<file path="src/pmwc_regs.svh">
// Purpose: Register offsets, bit positions and timing figures of the wake control block.
// Assumes: 25 MHz core clock.
// Notes: Shared by both ends of the register link.
`ifndef PMWC_REGS_SVH
`define PMWC_REGS_SVH

// ------------------------------------------------------------------
// Device register offsets
// ------------------------------------------------------------------
`define PMWC_PMT_OFS 8'h84
`define PMWC_HWCFG_OFS 8'h74
`define PMWC_BYTE_TEST_OFS 8'h64

// ------------------------------------------------------------------
// Power management control fields
// ------------------------------------------------------------------
`define PMWC_MODE_LSB 12
`define PMWC_PHYRST_BIT 10
`define PMWC_WOLEN_BIT 9
`define PMWC_EDEN_BIT 8
`define PMWC_TYPE_BIT 6
`define PMWC_CAUSE_LSB 4
`define PMWC_PULSE_BIT 3
`define PMWC_POL_BIT 2
`define PMWC_OEN_BIT 1
`define PMWC_READY_BIT 0
`define PMWC_MODE_D0 2'h0
`define PMWC_MODE_D1 2'h1
`define PMWC_MODE_D2 2'h2
`define PMWC_MODE_RSVD 2'h3

// ------------------------------------------------------------------
// Timing
// ------------------------------------------------------------------
`define PMWC_CLK_MHZ 25
`define PMWC_PHYRST_US 100
`define PMWC_PULSE_MS 50
`define PMWC_READY_CYC 16

// ------------------------------------------------------------------
// Host controller APB registers
// ------------------------------------------------------------------
`define PMWC_H_CMD_OFS 8'h00
`define PMWC_H_WDATA_OFS 8'h04
`define PMWC_H_STAT_OFS 8'h08
`define PMWC_H_RDATA_OFS 8'h0c
`define PMWC_H_WE_BIT 8
`define PMWC_H_BUSY_BIT 0
`define PMWC_H_REFUSED_BIT 1
`define PMWC_H_RDY_BIT 2
`define PMWC_H_NEEDRD_BIT 3

`endif

</file>
<file path="src/pmwc_pkg.sv">
// Purpose: Types of the wake control block.
// Assumes: Nothing beyond the register header.
// Notes: Each end keeps its whole state in one packed struct.
package pmwc_pkg;

   typedef enum logic [2:0] {
      PMWC_RUN = 3'b001,
      PMWC_SLEEP = 3'b010,
      PMWC_WAKE = 3'b100
   } pmwc_dev_st_t;

   typedef enum logic [2:0] {
      PMWC_H_IDLE = 3'b001,
      PMWC_H_PRE = 3'b010,
      PMWC_H_XFER = 3'b100
   } pmwc_host_st_t;

   typedef struct packed {
      pmwc_dev_st_t st;
      logic [1:0] mode;
      logic wolEn;
      logic edEn;
      logic drvType;
      logic pulseSel;
      logic pol;
      logic outEn;
      logic [1:0] cause;
      logic ready;
      logic readSeen;
      logic phyRst;
      logic [11:0] phyCnt;
      logic actv;
      logic [31:0] pulseCnt;
      logic [7:0] readyCnt;
      logic ack;
      logic [31:0] rdata;
      logic wolS1;
      logic wolS2;
      logic wolS3;
      logic edS1;
      logic edS2;
      logic edS3;
      logic pinO;
      logic pinOe;
      logic irq;
   } pmwc_dev_t;

   typedef struct packed {
      pmwc_host_st_t st;
      logic [7:0] cmdAddr;
      logic cmdWe;
      logic [31:0] cmdWdata;
      logic [31:0] rdata;
      logic refused;
      logic rdyShadow;
      logic needRead;
      logic req;
      logic we;
      logic [7:0] addr;
      logic [31:0] wdata;
      logic pready;
      logic [31:0] prdata;
      logic pslverr;
   } pmwc_host_s_t;

endpackage : pmwc_pkg

</file>
<file path="src/pmwc_if.sv">
// Purpose: Register link between the host controller and the device.
// Assumes: Both ends share core_clk.
// Notes: req is held until ack; ack is a one-cycle pulse with rdata.
`timescale 1ns/10ps
interface pmwc_if;
   logic req;
   logic we;
   logic [7:0] addr;
   logic [31:0] wdata;
   logic ack;
   logic [31:0] rdata;

   modport dev (input req, input we, input addr, input wdata, output ack, output rdata);
   modport host (output req, output we, output addr, output wdata, input ack, input rdata);
endinterface : pmwc_if

</file>
<file path="src/pmwc_device.sv">
// Purpose: Power state, transceiver reset and wake output control of the device.
// Assumes: Wake event inputs are asynchronous levels; softRst is on core_clk.
// Notes: rstn is the power-on reset, softRst the software device reset.
// Functional notes
// - Power state field encodes three states.
// - Byte test write wakes device from sleep.
// - Host writes only wake register while unready.
// - Transceiver reset held 100 us, then self-clears.
// - Transceiver reset writes ignored while bit high.
// - Wake frame event drives enabled wake output.
// - Enabled wake frame event raises wake interrupt.
// - Energy event drives output and interrupt.
// - Drive type selects open-drain or push-pull.
// - Wake cause field reports event source.
// - Cause cleared by one, only when ready.
// - Cause clears only after source clears.
// - Pulse mode 50 ms, else held level.
// - Output drops on cause or enable clear.
// - Push-pull polarity follows polarity bit.
// - Output enable gates pin, not interrupt.
// - Ready bit shows device stable.
// - Unready host reads only two registers.
// - Writes need a read first after wake.
// - Control register readable in every state.
`timescale 1ns/10ps
`include "pmwc_regs.svh"

module pmwc_device #(
   parameter int PULSE_CYC = `PMWC_PULSE_MS * 1000 * `PMWC_CLK_MHZ,
   parameter logic [31:0] HWCFG_VAL = 32'h0000_0000
) (
   input wire logic core_clk, // Core clock.
   input wire logic rstn, // Power-on reset, synchronous.
   input wire logic ce, // Clock enable.
   input wire logic softRst, // Software device reset.
   pmwc_if.dev bus, // Register link.
   input wire logic wolEvent, // Wake frame or magic packet seen.
   input wire logic energyEvent, // Line energy seen.
   output logic phyReset, // Transceiver reset, high active.
   output logic [1:0] powerState, // Current power state.
   output logic deviceReady, // Device ready.
   output logic wakePinO, // Wake pin level.
   output logic wakePinOe, // Wake pin driven.
   output logic wakeIrq // Wake interrupt.
);
   import pmwc_pkg::*;

   localparam int PHY_CYC = `PMWC_PHYRST_US * `PMWC_CLK_MHZ;
   localparam pmwc_dev_t DEV_RST = '{st: PMWC_WAKE, default: '0};

   if (PULSE_CYC < 1) begin : g_bad_pulse
      $error("PULSE_CYC must be at least one");
   end

   pmwc_dev_t q;
   pmwc_dev_t d;

   // ------------------------------------------------------------------
   // Read view of the power management control register
   // ------------------------------------------------------------------
   function automatic logic [31:0] pmtWord(input pmwc_dev_t s);
      logic [31:0] w;
      w = 32'h0000_0000;
      w[`PMWC_MODE_LSB +: 2] = s.mode;
      w[`PMWC_PHYRST_BIT] = s.phyRst;
      w[`PMWC_WOLEN_BIT] = s.wolEn;
      w[`PMWC_EDEN_BIT] = s.edEn;
      w[`PMWC_TYPE_BIT] = s.drvType;
      w[`PMWC_CAUSE_LSB +: 2] = s.cause;
      w[`PMWC_PULSE_BIT] = s.pulseSel;
      w[`PMWC_POL_BIT] = s.pol;
      w[`PMWC_OEN_BIT] = s.outEn;
      w[`PMWC_READY_BIT] = s.ready;
      return w;
   endfunction : pmtWord

   // ------------------------------------------------------------------
   // Next state
   // ------------------------------------------------------------------
   always_comb begin
      logic acc;
      logic wrOk;
      logic [31:0] wd;
      logic wolRise;
      logic edRise;
      logic [1:0] clr;
      logic [1:0] live;
      logic trig;
      acc = 1'b0;
      wrOk = 1'b0;
      wd = bus.wdata;
      wolRise = 1'b0;
      edRise = 1'b0;
      clr = 2'h0;
      live = 2'h0;
      trig = 1'b0;
      d = q;
      if (softRst) begin
         d = DEV_RST;
         d.drvType = q.drvType;
         d.pol = q.pol;
      end else begin
         d.wolS1 = wolEvent;
         d.wolS2 = q.wolS1;
         d.wolS3 = q.wolS2;
         d.edS1 = energyEvent;
         d.edS2 = q.edS1;
         d.edS3 = q.edS2;
         wolRise = q.wolS2 & ~q.wolS3 & q.wolEn;
         edRise = q.edS2 & ~q.edS3 & q.edEn;

         // Ready comes a fixed time after reset or wake.
         case (q.st)
            PMWC_WAKE: begin
               d.readyCnt = q.readyCnt + 8'h01;
               if (q.readyCnt == 8'(`PMWC_READY_CYC - 1)) begin
                  d.st = PMWC_RUN;
                  d.ready = 1'b1;
                  d.readyCnt = 8'h00;
               end
            end
            PMWC_SLEEP: begin
               d.ready = 1'b0;
            end
            default: begin
            end
         endcase

         // Register link: one access per request, acked next cycle.
         acc = bus.req & ~q.ack;
         d.ack = acc;
         wrOk = q.ready & q.readSeen;
         if (acc && !bus.we) begin
            d.readSeen = 1'b1;
            if (bus.addr == `PMWC_PMT_OFS) begin
               d.rdata = pmtWord(q);
            end else if (bus.addr == `PMWC_HWCFG_OFS) begin
               d.rdata = HWCFG_VAL;
            end else begin
               d.rdata = 32'h0000_0000;
            end
         end
         if (acc && bus.we && bus.addr == `PMWC_BYTE_TEST_OFS && q.st == PMWC_SLEEP) begin
            d.st = PMWC_WAKE;
            d.mode = `PMWC_MODE_D0;
            d.readSeen = 1'b0;
         end else if (acc && bus.we && wrOk && bus.addr == `PMWC_PMT_OFS) begin
            d.wolEn = wd[`PMWC_WOLEN_BIT];
            d.edEn = wd[`PMWC_EDEN_BIT];
            d.drvType = wd[`PMWC_TYPE_BIT];
            d.pulseSel = wd[`PMWC_PULSE_BIT];
            d.pol = wd[`PMWC_POL_BIT];
            d.outEn = wd[`PMWC_OEN_BIT];
            if (wd[`PMWC_PHYRST_BIT] && !q.phyRst) begin
               d.phyRst = 1'b1;
               d.phyCnt = 12'(PHY_CYC);
            end
            clr = wd[`PMWC_CAUSE_LSB +: 2];
            if (wd[`PMWC_MODE_LSB +: 2] == `PMWC_MODE_D1 ||
                wd[`PMWC_MODE_LSB +: 2] == `PMWC_MODE_D2) begin
               d.mode = wd[`PMWC_MODE_LSB +: 2];
               d.st = PMWC_SLEEP;
               d.ready = 1'b0;
            end
         end

         // Transceiver reset timing.
         if (q.phyRst) begin
            d.phyCnt = q.phyCnt - 12'h001;
            if (q.phyCnt == 12'h001) begin
               d.phyRst = 1'b0;
            end
         end

         // Wake cause: the clear needs the source gone; a new event wins.
         if (clr[0] && !q.edS2) begin
            d.cause[0] = 1'b0;
         end
         if (clr[1] && !q.wolS2) begin
            d.cause[1] = 1'b0;
         end
         if (edRise) begin
            d.cause[0] = 1'b1;
         end
         if (wolRise) begin
            d.cause[1] = 1'b1;
         end
         live = d.cause & {d.wolEn, d.edEn};
         d.irq = |live;

         // Wake output activity.
         trig = (wolRise | edRise) & d.outEn;
         if (trig) begin
            d.actv = 1'b1;
            d.pulseCnt = 32'(PULSE_CYC);
         end else if (q.actv && q.pulseSel) begin
            d.pulseCnt = q.pulseCnt - 32'h0000_0001;
            if (q.pulseCnt <= 32'h0000_0001) begin
               d.actv = 1'b0;
            end
         end
         if (live == 2'h0 || !d.outEn) begin
            d.actv = 1'b0;
         end

         // Pin drive.
         if (d.drvType) begin
            d.pinOe = 1'b1;
            d.pinO = d.pol ? d.actv : ~d.actv;
         end else begin
            d.pinOe = d.actv;
            d.pinO = 1'b0;
         end
      end
   end

   // ------------------------------------------------------------------
   // State register
   // ------------------------------------------------------------------
   always_ff @(posedge core_clk) begin
      if (!rstn) begin
         q <= DEV_RST;
      end else if (ce) begin
         q <= d;
      end
   end

   assign bus.ack = q.ack;
   assign bus.rdata = q.rdata;
   assign phyReset = q.phyRst;
   assign powerState = q.mode;
   assign deviceReady = q.ready;
   assign wakePinO = q.pinO;
   assign wakePinOe = q.pinOe;
   assign wakeIrq = q.irq;

endmodule : pmwc_device

</file>
<file path="src/flat_wrapper.sv">
// flat-port wrapper written by rule: the top's interface ports become plain ports
module pmwc_device_flat import pmwc_pkg::*;
#(
   parameter int PULSE_CYC = `PMWC_PULSE_MS * 1000 * `PMWC_CLK_MHZ,
   parameter logic [31:0] HWCFG_VAL = 32'h0000_0000
)
  (core_clk, rstn, ce, softRst, wolEvent, energyEvent, phyReset, powerState, deviceReady, wakePinO, wakePinOe, wakeIrq, bus_req, bus_we, bus_addr, bus_wdata, bus_ack, bus_rdata);
  pmwc_if bus_i ();
  input wire logic core_clk;
  input wire logic rstn;
  input wire logic ce;
  input wire logic softRst;
  input wire logic wolEvent;
  input wire logic energyEvent;
  output logic phyReset;
  output logic [1:0] powerState;
  output logic deviceReady;
  output logic wakePinO;
  output logic wakePinOe;
  output logic wakeIrq;
  input wire logic [$bits(bus_i.req)-1:0] bus_req;
  input wire logic [$bits(bus_i.we)-1:0] bus_we;
  input wire logic [$bits(bus_i.addr)-1:0] bus_addr;
  input wire logic [$bits(bus_i.wdata)-1:0] bus_wdata;
  output wire logic [$bits(bus_i.ack)-1:0] bus_ack;
  output wire logic [$bits(bus_i.rdata)-1:0] bus_rdata;
  assign bus_i.req = bus_req;
  assign bus_i.we = bus_we;
  assign bus_i.addr = bus_addr;
  assign bus_i.wdata = bus_wdata;
  assign bus_ack = bus_i.ack;
  assign bus_rdata = bus_i.rdata;
  pmwc_device #(.PULSE_CYC(PULSE_CYC), .HWCFG_VAL(HWCFG_VAL)) u_core (.core_clk(core_clk), .rstn(rstn), .ce(ce), .softRst(softRst), .bus(bus_i), .wolEvent(wolEvent), .energyEvent(energyEvent), .phyReset(phyReset), .powerState(powerState), .deviceReady(deviceReady), .wakePinO(wakePinO), .wakePinOe(wakePinOe), .wakeIrq(wakeIrq));
endmodule
</file>
<file path="config.mk">
export PLATFORM = sky130hd
export DESIGN_NAME = pmwc_device_flat
export DESIGN_NICKNAME = d
export VERILOG_FILES = /design/src/pmwc_pkg.sv /design/src/pmwc_if.sv /design/src/pmwc_device.sv /design/src/flat_wrapper.sv
export VERILOG_INCLUDE_DIRS = /design/src
export SDC_FILE = /design/constraint.sdc
export NUM_CORES = 1
export LEC_CHECK = 0
export ABC_AREA = 1
export CORE_MARGIN = 2
export CORE_UTILIZATION = 27
export DETAILED_ROUTE_END_ITERATION = 7
export DONT_BUFFER_PORTS = 1
export REMOVE_ABC_BUFFERS = 1
export SYNTH_ARGS = -nofsm -noshare
export SYNTH_HDL_FRONTEND = slang
export SYNTH_SLANG_ARGS = --single-unit
</file>
<file path="constraint.sdc">
create_clock -name core_clk -period 1.9 [get_ports core_clk]
set_input_delay 0.095 -clock core_clk [delete_from_list [all_inputs] [get_ports core_clk]]
set_output_delay 0.095 -clock core_clk [all_outputs]
set_load 0.02 [all_outputs]
</file>
==> results of run 1 <==
==> how the worst max path moves through the flow <==
stage	from	end	slack, ns	depth (start not counted)
2_1_floorplan	u_core.deviceReady$_SDFFE_PN0P_	u_core.q[64]$_SDFFE_PN0P_	-0.1	13
3_3_place_gp	u_core.bus.ack$_SDFFE_PN0P_	u_core.q[81]$_SDFFE_PN0P_	0.03	14
3_5_place_dp	u_core.bus.ack$_SDFFE_PN0P_	u_core.q[81]$_SDFFE_PN0P_	0.01	14
4_1_cts	u_core.q[51]$_SDFFE_PN0P_	u_core.q[79]$_SDFFE_PN0P_	0.04	12
5_1_grt	u_core.bus.ack$_SDFFE_PN0P_	u_core.q[68]$_SDFFE_PN0P_	-0.03	12
6_report	u_core.q[50]$_SDFFE_PN0P_	u_core.q[79]$_SDFFE_PN0P_	0.12	12
==> state kept, by name, indices dropped and copies added (netlist names) <==
name,count
u_core.wakePinOe,1
u_core.bus.ack,1
u_core.powerState,2
u_core.deviceReady,1
u_core.wakePinO,1
u_core.phyReset,1
u_core.wakeIrq,1
u_core.bus.rdata,12
u_core.q,71
==> through the flow <==
step	cell area [sq um]	util [%]	worst slack, ns	hold slack [ns]	total power, mW
2_1_floorplan	4866	-	-0.09895	0.1926	2.636
3_3_place_gp	5351	28.51	0.02621	0.2031	2.840
3_5_place_dp	5351	28.51	0.01127	0.2079	2.842
4_1_cts	5763	30.71	0.03836	0.004849	4.855
5_1_grt	5918	31.53	-0.02951	0.04705	5.136
6_report	5918	31.53	0.1214	0.01231	4.909
==> cell type report <==
| cell class | count | area, sq um |
|---|---|---|
| Clock buffer | 12 | 256.5 |
| Sequential cell | 91 | 1823 |
| Tap cell | 234 | 292.8 |
| Timing Repair Buffer | 41 | 344.1 |
| Clock inverter | 4 | 72.57 |
| Multi-Input combinational cell | 558 | 2748 |
| Fill cell | 2036 | 12850 |
| Inverter | 100 | 381.6 |
==> cell usage after synthesis (all sizes together) <==
library cell | n | share of area [%]
nand3b | 5 | 0.72
o41ai | 1 | 0.17
nor3 | 16 | 1.5
nand3 | 44 | 4.9
conb | 1 | 0.072
a31oi | 2 | 0.24
nand2 | 185 | 14
nor4 | 6 | 0.72
a21o | 1 | 0.14
o21ai | 45 | 4.4
inv | 100 | 7.2
clkbuf | 12 | 0.87
a221oi | 1 | 0.17
o21a | 2 | 0.29
a211oi | 3 | 0.43
nor2 | 115 | 9.2
dfxtp | 91 | 35
o21bai | 2 | 0.29
xnor2 | 3 | 0.51
xor2 | 5 | 0.85
a21oi | 72 | 7.0
ha | 7 | 1.7
nor3b | 3 | 0.43
buf | 47 | 6.6
o211ai | 2 | 0.29
nand4 | 14 | 1.7
or2 | 4 | 0.48
==> kinds of logic (layout without fill, tap and decap cells) <==
logic type                 Yosys count  after routing  synth area share [%]
and+or+nand+nor                    392            392                 33.54
buffers and inverters              159            157                 14.71
AOI/OAI and AO/OA                  131            131                 13.47
DFF                                 91             91                 35.16
xor gates and xnor gates             8              8                 1.352
adders and majority gates            7              7                 1.690
other                                1             20               0.07238
==> worst min-delay path: stages <==
cell	delay [ns]
nand2_1	0.06
nand2_1	0.06
nand2_1	0.06
a21oi_1	0.05
==> per-layer routing <==
metal  vias to the layer above  wire [microns]  share of wire (%)
met3                        13             759                5.9
met5                         -               0                  0
met4                         0             199                1.5
met2                       117            5752                 45
li1                       2501               -                  -
met1                      2134            6129                 48
==> timing repair <==
item / 4_1_cts / 5_1_grt
endpoints found under the hold margin: 38 / 0
pin swaps: 0 / 9
setup buffers: 0 / 9
endpoints found under the setup margin: 2 / 35
hold buffers: 8 / 0
resized for setup: 1 / 24
==> cell usage in the layout, fill, tap and decap left out, types with 4 or more instances in the layout <==
cell type / Yosys / final
nand2_1: 179 / 177
nor2_1: 106 / 106
inv_1: 95 / 92
dfxtp_1: 91 / 90
a21oi_1: 71 / 71
nand3_1: 40 / 39
o21ai_0: 39 / 36
buf_4: 36 / 31
conb_1: 1 / 20
nand4_1: 14 / 14
nor3_1: 16 / 13
clkbuf_16: 0 / 9
dlygate4sd3_1: 0 / 8
o21ai_1: 5 / 7
ha_1: 7 / 7
nor4_1: 6 / 6
inv_2: 5 / 6
nand3b_1: 5 / 5
nor2_4: 2 / 5
xor2_1: 5 / 5
nand2_2: 5 / 4
or2_2: 4 / 4
nand3_4: 2 / 4
nand2_4: 1 / 4
==> power groups by stage <==
stage          logic, mW  registers, mW  clock network (mW)
2_1_floorplan      0.555           2.08                   0
3_3_place_gp       0.742           2.10                   0
3_5_place_dp       0.745           2.10                   0
4_1_cts            0.778           2.05                2.02
5_1_grt            0.970           2.06                2.10
6_report           0.853           2.06                2.00
==> flow_summary_export.csv, run 1 <==
group,metric,value,unit
clock_network,ctsLongestPathBuffers,2,
yosys,yosys_register_bits,91,
worst_setup_path,crit_top_cell,"nor2_4",
worst_hold_path,min_from,"bus_wdata[9]",
yosys,synth.avg_cell_area,6.567,sq um
final_layout,layout-drive-gt1-share,11.17,%
worst_hold_path,whs_path_depth,4,
clock_network,cts_buffers,9,
floorplan,die_area,0.02031,sq mm
detailed_routing,drtIter0Drc,222,
grt,met1_usage,17.41,%
outcome,status,"finished, final reports clean",
timing,max_freq,0.5622,GHz
worst_setup_path,r2r-end,"u_core.q[79]$_SDFFE_PN0P_",
timing,fin_tns_setup,0,ns
yosys,ys_seq_area_share,35.16,%
final_layout,num-nets-final,856,
grt,grt_start_max_net_pins,27,
floorplan,io_pins,88,
detailed_routing,antenna_left,0,
placed_design,portBuffers,0,
worst_setup_path,cp_num_buf_inv,2,
power,p_sw_share,28.46,%
placed_design,dp_cells,1007,
timing,fin_crit,1.779,ns
clock_network,clock_latency,0.35,ns
floorplan,die_x,142.5,microns
worst_setup_path,critical_path.max_stage_delay,0.34,ns
clock_network,htree_levels,3,
clock_network,clk_pin_slew,0.06,ns
grt,grt.busiest_layer,"met2",
timing,worst-slew-pin-transition,0.6966,ns
detailed_routing,drt_first_pass_iters,5,
worst_hold_path,min_to,"u_core.q[105]$_SDFFE_PN0P_",
worst_setup_path,crit_family,"simple AND/OR/NAND/NOR gates",
power,p_per_area,829.4,mW/mm^2
power,power_frac_comb,17.4,%
grt,grt_pass1_wl,21230,microns
power,p_leak,2.595,nW
floorplan,die_h,142.5,microns
grt,overflow,0,
detailed_routing,via_per_inst,4.582,
worst_setup_path,rr_startpoint,"u_core.q[50]$_SDFFE_PN0P_",
clock_network,cts_tree,"yes",
grt,grt.met3_usage,2.793,%
yosys,yosysWarningCount,0,
power,internal_power,3.512,mW
power,p_clk_share,40.8,%
timing,final-hold-violation-count,0,
final_layout,syn2layout_area_growth,14.22,%
yosys,syn_inst,789,
timing,finClkSkew,0.008477,ns
worst_setup_path,arrival,2.02,ns
detailed_routing,wl_per_cell,12.35,microns
power,switchingPower,1.397,mW
worst_hold_path,hp-class,"in -> reg",
clock_network,cts-root-buf,"clkbuf_16",
timing,finalSetupViolations,0,
worst_setup_path,cp-end-kind,"register",
floorplan,core,0.01877,sq mm
floorplan,placementRows,50,
placed_design,place.detailed.hpwl,8872,microns
worst_setup_path,r2r_slack,0.12,ns
final_layout,fin_cells,1040,
detailed_routing,drcViolationCount,0,
timing,final.period_utilization,93.61,%
timing,slew_viol_final,0,
yosys,synthesis.area,0.005181,sq mm
grt,grt_pass1_vias,4372,
worst_setup_path,rr_worst_depth,12,
grt,grt_util_met2,20.47,%
worst_setup_path,crit_chain,"inv_2 > nand3_4 > nor2_4 > nand2_4 > nor2_4 > nand2_4 > nor2_4 > inv_2 > nor2_4 > nand4_1 > o21ai_1 > nor2_1",
grt,antenna_found_initial,0,
power,power_frac_seq,41.9,%
worst_setup_path,cp_slowest_cell,"dfxtp_2",
detailed_routing,vias,4765,
yosys,synth.distinct_cells,41,
floorplan,start_util,27.61,%
detailed_routing,drt_wl_total,12840,microns
timing,relSlewSlack,53.41,%
power,vdd_drop_max,0.4394,mV
clock_network,cts.sinks,91,
final_layout,n_antenna_cell,0,
worst_setup_path,path_class,"reg -> reg",
worst_setup_path,cp_max_fo,5,
worst_setup_path,worst_setup_path_start_kind,"register",
worst_setup_path,critPathRequiredTime,2.15,ns
placed_design,place.gp.congestion,0.8263,
job,cap_violations,0,
grt,grt_usage,12.99,%
Note: power is estimated with default switching activity, not from simulation.
==> run 2: changes to the inputs <==
Settings changed: CTS_BUF_LIST set to sky130_fd_sc_hd__clkbuf_4.
==> run 2 against run 1 <==
  * Core utilization is 0.54 points higher
  * Total power fell by 15%
  * Register-to-register slack about the same
  * Clock power fell by 38%
  * Combinational power increased by 3.9%
  * Largest power group unchanged
  * Critical path depth is 2 higher
  * First-iteration DRC count is 28% higher
  * Cell count grew 2.3%
  * Flip-flop and latch count did not move
  * Via count grew 2.0%
==> flow_summary_export.csv, run 2 (synthesis results as in run 1) <==
group,metric,value,unit
clock_network,ctsLongestPathBuffers,2,
timing,finalSetupViolations,0,
worst_setup_path,cp_max_fo,20,
clock_network,clock_latency,0.49,ns
timing,final.period_utilization,94.31,%
floorplan,start_util,27.61,%
final_layout,num-nets-final,880,
timing,max_freq,0.5581,GHz
placed_design,place.detailed.hpwl,8872,microns
worst_setup_path,worst_setup_path_start_kind,"register",
clock_network,cts.sinks,91,
grt,grt_start_max_net_pins,27,
final_layout,layout-drive-gt1-share,12.17,%
detailed_routing,vias,4859,
job,cap_violations,0,
final_layout,n_antenna_cell,0,
detailed_routing,drtIter0Drc,285,
detailed_routing,antenna_left,0,
timing,rsz0062_at_grt,"yes",
worst_setup_path,critical_path.max_stage_delay,0.35,ns
detailed_routing,drt_wl_total,12940,microns
detailed_routing,via_per_inst,4.567,
worst_setup_path,crit_top_cell,"nand3_4",
clock_network,clk_pin_slew,0.16,ns
final_layout,largest_reg_flops,71,
timing,slew_viol_final,0,
floorplan,die_h,142.5,microns
worst_setup_path,crit_family,"simple AND/OR/NAND/NOR gates",
grt,antenna_found_initial,0,
floorplan,die_x,142.5,microns
clock_network,htree_levels,3,
power,p_per_area,695.5,mW/mm^2
worst_setup_path,cp_num_buf_inv,3,
timing,setup_ws,0.1081,ns
detailed_routing,drt_first_pass_iters,7,
floorplan,core,0.01877,sq mm
grt,grt_pass1_vias,4463,
worst_hold_path,hp-class,"in -> reg",
placed_design,placed_area,0.005351,sq mm
placed_design,post-place-ws,0.01127,ns
detailed_routing,drcViolationCount,0,
detailed_routing,wl_per_cell,12.16,microns
final_layout,mostFrequentLayoutCells,"nand2_1 (175), nor2_1 (105), inv_1 (91)",
worst_setup_path,critPathRequiredTime,2.32,ns
timing,holdWs,0.04081,ns
final_layout,syn2layout_area_growth,16.18,%
final_layout,stdcell_area,0.006020,sq mm
timing,worst-slew-pin-transition,0.7405,ns
worst_setup_path,arrival,2.21,ns
final_layout,top_register,"u_core.q",
grt,overflow,0,
power,vdd_drop_max,0.3603,mV
floorplan,io_pins,88,
placed_design,place.gp.congestion,0.8263,
floorplan,die_area,0.02031,sq mm
worst_setup_path,cp-end-kind,"register",
placed_design,portBuffers,0,
grt,grt_usage,13.05,%
timing,fin_crit,1.792,ns
timing,finClkSkew,0.02074,ns
worst_setup_path,crit_chain,"inv_2 > nand3_4 > nor2_4 > nand3_4 > nand2_2 > nand2_2 > inv_2 > nand2_4 > nand3_4 > nand2_4 > buf_12 > nor2_8 > nand2_1 > a21oi_1",
worst_setup_path,cp_slowest_cell,"dfxtp_2",
power,p_leak,2.650,nW
clock_network,cts_buffers,9,
power,p_total,4.187,mW
floorplan,placementRows,50,
timing,final-hold-violation-count,0,
final_layout,utilization,32.07,%
outcome,status,"finished, final reports clean",
worst_setup_path,path_class,"reg -> reg",
grt,grt_pass1_wl,21460,microns
clock_network,cts-root-buf,"clkbuf_4",
timing,relSlewSlack,50.63,%
final_layout,layout_commonest_cell,"nand2_1",
clock_network,cts_tree,"yes",
-- run 2: changes by cell type in the layout (fill, tap and decap cells not counted), sizes merged --
cell          delta
dlymetal6s4s     +2
buf              +3
clkbuf           -2
clkinv           +2
dlygate4sd3     +19
-- run 2: worst paths after layout --
| check | from | endpoint | slack (ns) | cells past startpoint |
|---|---|---|---|---|
| worst max-delay path | u_core.bus.ack$_SDFFE_PN0P_ | u_core.q[56]$_SDFFE_PN0P_ | 0.11 | 14 |
| worst min-delay path | softRst | u_core.bus.rdata[3]$_SDFFE_PN0P_ | 0.04 | 4 |
| worst max register to register | u_core.bus.ack$_SDFFE_PN0P_ | u_core.q[56]$_SDFFE_PN0P_ | 0.11 | 14 |
| worst min register to register | u_core.q[8]$_SDFFE_PN0P_ | u_core.q[7]$_SDFFE_PN0P_ | 0.47 | 2 |
-- run 2: power breakdown --
part | internal (mW) | switching [mW] | leakage [nW]
Combinational | 0.333 | 0.553 | 1.83
Sequential | 1.98 | 0.0784 | 0.741
Clock | 0.538 | 0.707 | 0.0815
Total | 2.85 | 1.34 | 2.65
-- run 2: final cells by class --
type | instances | area, sq um
Fill cell | 2032 | 12750
Multi-Input combinational cell | 558 | 2764
Sequential cell | 91 | 1827
Clock inverter | 6 | 80.08
Clock buffer | 10 | 75.07
Timing Repair Buffer | 65 | 596.8
Tap cell | 234 | 292.8
Inverter | 100 | 384.1
-- run 2: timing repair --
item	in CTS	in global routing
buffers inserted	0	12
resized for setup	1	41
setup endpoints to repair	2	43
pin swaps	0	10
endpoints found under the hold margin	83	1
cloned	0	0
hold buffers	29	1
-- run 2: per-layer routing --
layer | vias to the layer above | global-route usage, % | wire length (microns)
li1 | 2551 | - | -
met1 | 2172 | 17.43 | 6158
met2 | 114 | 20.67 | 5814
met3 | 22 | 3.096 | 751
met4 | 0 | 4.377 | 215
met5 | - | 0 | 0
-- run 2: through the flow --
stage | setup TNS, ns | cells
floorplan | -1.180 | 749
global placement | 0 | 1007
detailed placement | 0 | 1007
CTS | 0 | 1052
global route | -0.3299 | 1064
finish | 0 | 1064
-- run 2: worst min-delay path, stage by stage --
cell and delay (ns):
inv_1 0.06, buf_4 0.20, nand3_1 0.09, a21oi_1 0.06
==> run 3: changes to the inputs <==
Settings changed: CORE_ASPECT_RATIO set to 1.2.
==> run 3 against run 2 <==
  * The flow now finishes with violations (hold timing)
  * Core utilization up 0.49 points
  * Cell count is 3.1% higher
  * Via count is 2.6% higher
  * Final area increased by 2.0%
  * Count of clock-buffer cells in the layout fell by 1
  * Clock power down 20%
  * Maximum frequency is 1.6% lower
  * Total power down 5.5%
  * Setup slack got worse by 0.028 ns
==> flow_summary_export.csv, run 3 (synthesis results as in run 1) <==
group,metric,value,unit
placed_design,place.gp.congestion,0.8312,
power,p_per_area,644.6,mW/mm^2
timing,slew_viol_final,0,
timing,final-hold-violation-count,35,
clock_network,cts_tree,"yes",
floorplan,core,0.01886,sq mm
timing,final.period_utilization,95.80,%
timing,setup_ws,0.07974,ns
grt,overflow,0,
clock_network,ctsLongestPathBuffers,2,
floorplan,die_x,130.5,microns
timing,fin_crit,1.820,ns
worst_setup_path,arrival,2.24,ns
floorplan,start_util,27.48,%
detailed_routing,drtIter0Drc,217,
floorplan,die_area,0.02032,sq mm
worst_setup_path,critPathRequiredTime,2.32,ns
worst_setup_path,worst_setup_path_start_kind,"register",
final_layout,n_antenna_cell,0,
outcome,status,"finished with violations",
clock_network,cts_buffers,9,
final_layout,stdcell_area,0.006141,sq mm
timing,finalSetupViolations,0,
final_layout,num-nets-final,891,
worst_setup_path,crit_family,"buffers and inverters",
placed_design,portBuffers,0,
worst_setup_path,cp_slowest_cell,"dlygate4sd3_1",
outcome,violations,"hold timing",
worst_setup_path,cp_num_buf_inv,3,
floorplan,die_h,155.8,microns
final_layout,mostFrequentLayoutCells,"nand2_1 (177), nor2_1 (104), inv_1 (93)",
grt,antenna_found_initial,0,
detailed_routing,wl_per_cell,12.16,microns
clock_network,cts.sinks,91,
worst_setup_path,cp_max_fo,6,
final_layout,layout_commonest_cell,"nand2_1",
final_layout,layout-drive-gt1-share,12.49,%
timing,relSlewSlack,48.90,%
worst_setup_path,path_class,"reg -> reg",
detailed_routing,via_per_inst,4.543,
detailed_routing,drcViolationCount,0,
grt,grt_start_max_net_pins,23,
placed_design,place.detailed.hpwl,9262,microns
timing,holdWs,-0.3080,ns
grt,grt_pass1_wl,22670,microns
timing,finClkSkew,0.02074,ns
placed_design,post-place-ws,0.07003,ns
worst_hold_path,hp-class,"in -> reg",
worst_setup_path,crit_chain,"nor3_2 > buf_4 > o21ai_4 > buf_6 > nand2_1 > dlygate4sd3_1 > a21oi_1",
grt,grt_pass1_vias,4822,
job,cap_violations,0,
clock_network,clock_latency,0.49,ns
final_layout,fillCellCount,2077,
worst_setup_path,cp-end-kind,"register",
floorplan,io_pins,88,
timing,max_freq,0.5494,GHz
detailed_routing,drt_first_pass_iters,5,
grt,grt_usage,13.84,%
final_layout,largest_reg_flops,71,
floorplan,placementRows,55,
clock_network,cts-root-buf,"clkbuf_4",
placed_design,placed_area,0.005444,sq mm
power,vdd_drop_max,0.3509,mV
detailed_routing,antenna_left,0,
placed_design,dp_cells,1036,
clock_network,htree_levels,3,
timing,worst-slew-pin-transition,0.7639,ns
final_layout,top_register,"u_core.q",
final_layout,fin_cells,1097,
detailed_routing,drt_wl_total,13340,microns
detailed_routing,vias,4984,
worst_setup_path,critical_path.max_stage_delay,0.56,ns
clock_network,clk_pin_slew,0.16,ns
final_layout,syn2layout_area_growth,18.52,%
timing,fin_tns_setup,0,ns
power,p_leak,2.667,nW
==> run 3: layout make-up <==
cell class / instances / area [sq um] / area share [%]
sequential: 91 / 1828 / 29.77
inverter: 100 / 387.9 / 6.316
tap: 256 / 320.3 / 5.216
clock buffer: 9 / 67.56 / 1.100
timing repair buffer: 76 / 698.2 / 11.37
clock inverter: 7 / 43.79 / 0.7131
multi-input combinational: 558 / 2795 / 45.52
==> run 3: path summary, 6_finish.rpt <==
path	start	to	slack (ns)	cells after the start
hold reg to reg	u_core.q[5]$_SDFFE_PN0P_	u_core.q[4]$_SDFFE_PN0P_	0.48	2
setup reg to reg	u_core.q[108]$_SDFFE_PN0P_	u_core.q[42]$_SDFFE_PN0P_	0.08	7
hold / removal	ce	u_core.q[108]$_SDFFE_PN0P_	-0.31	1
setup / recovery	u_core.q[108]$_SDFFE_PN0P_	u_core.q[42]$_SDFFE_PN0P_	0.08	7
==> run 3: power breakdown <==
| group | internal, mW | switching [mW] |
|---|---|---|
| Sequential | 1.98 | 0.0790 |
| Clock | 0.264 | 0.726 |
| Combinational | 0.355 | 0.555 |
| Total | 2.60 | 1.36 |
==> run 3: stage by stage <==
stage	util [%]	power (mW)
final	32.57	3.958
after global placement	28.87	2.862
after floorplan	-	2.636
after CTS	31.64	3.919
after detailed placement	28.87	2.869
after global routing	32.57	4.199
==> run 3: layer usage <==
| metal | up-vias | GRT usage, % | share of wire (%) |
|---|---|---|---|
| met3 | 19 | 3.121 | 5.2 |
| li1 | 2573 | - | - |
| met2 | 118 | 24.01 | 49 |
| met1 | 2274 | 16.54 | 44 |
| met4 | 0 | 5.268 | 1.9 |
| met5 | - | 0 | 0 |
==> run 3: timing repair <==
item                                    in CTS  in global routing
hold buffers                                41                  2
hold endpoints to repair                    90                 32
setup buffers                                0                  6
resized for setup                            0                 48
endpoints found under the setup margin       0                 51
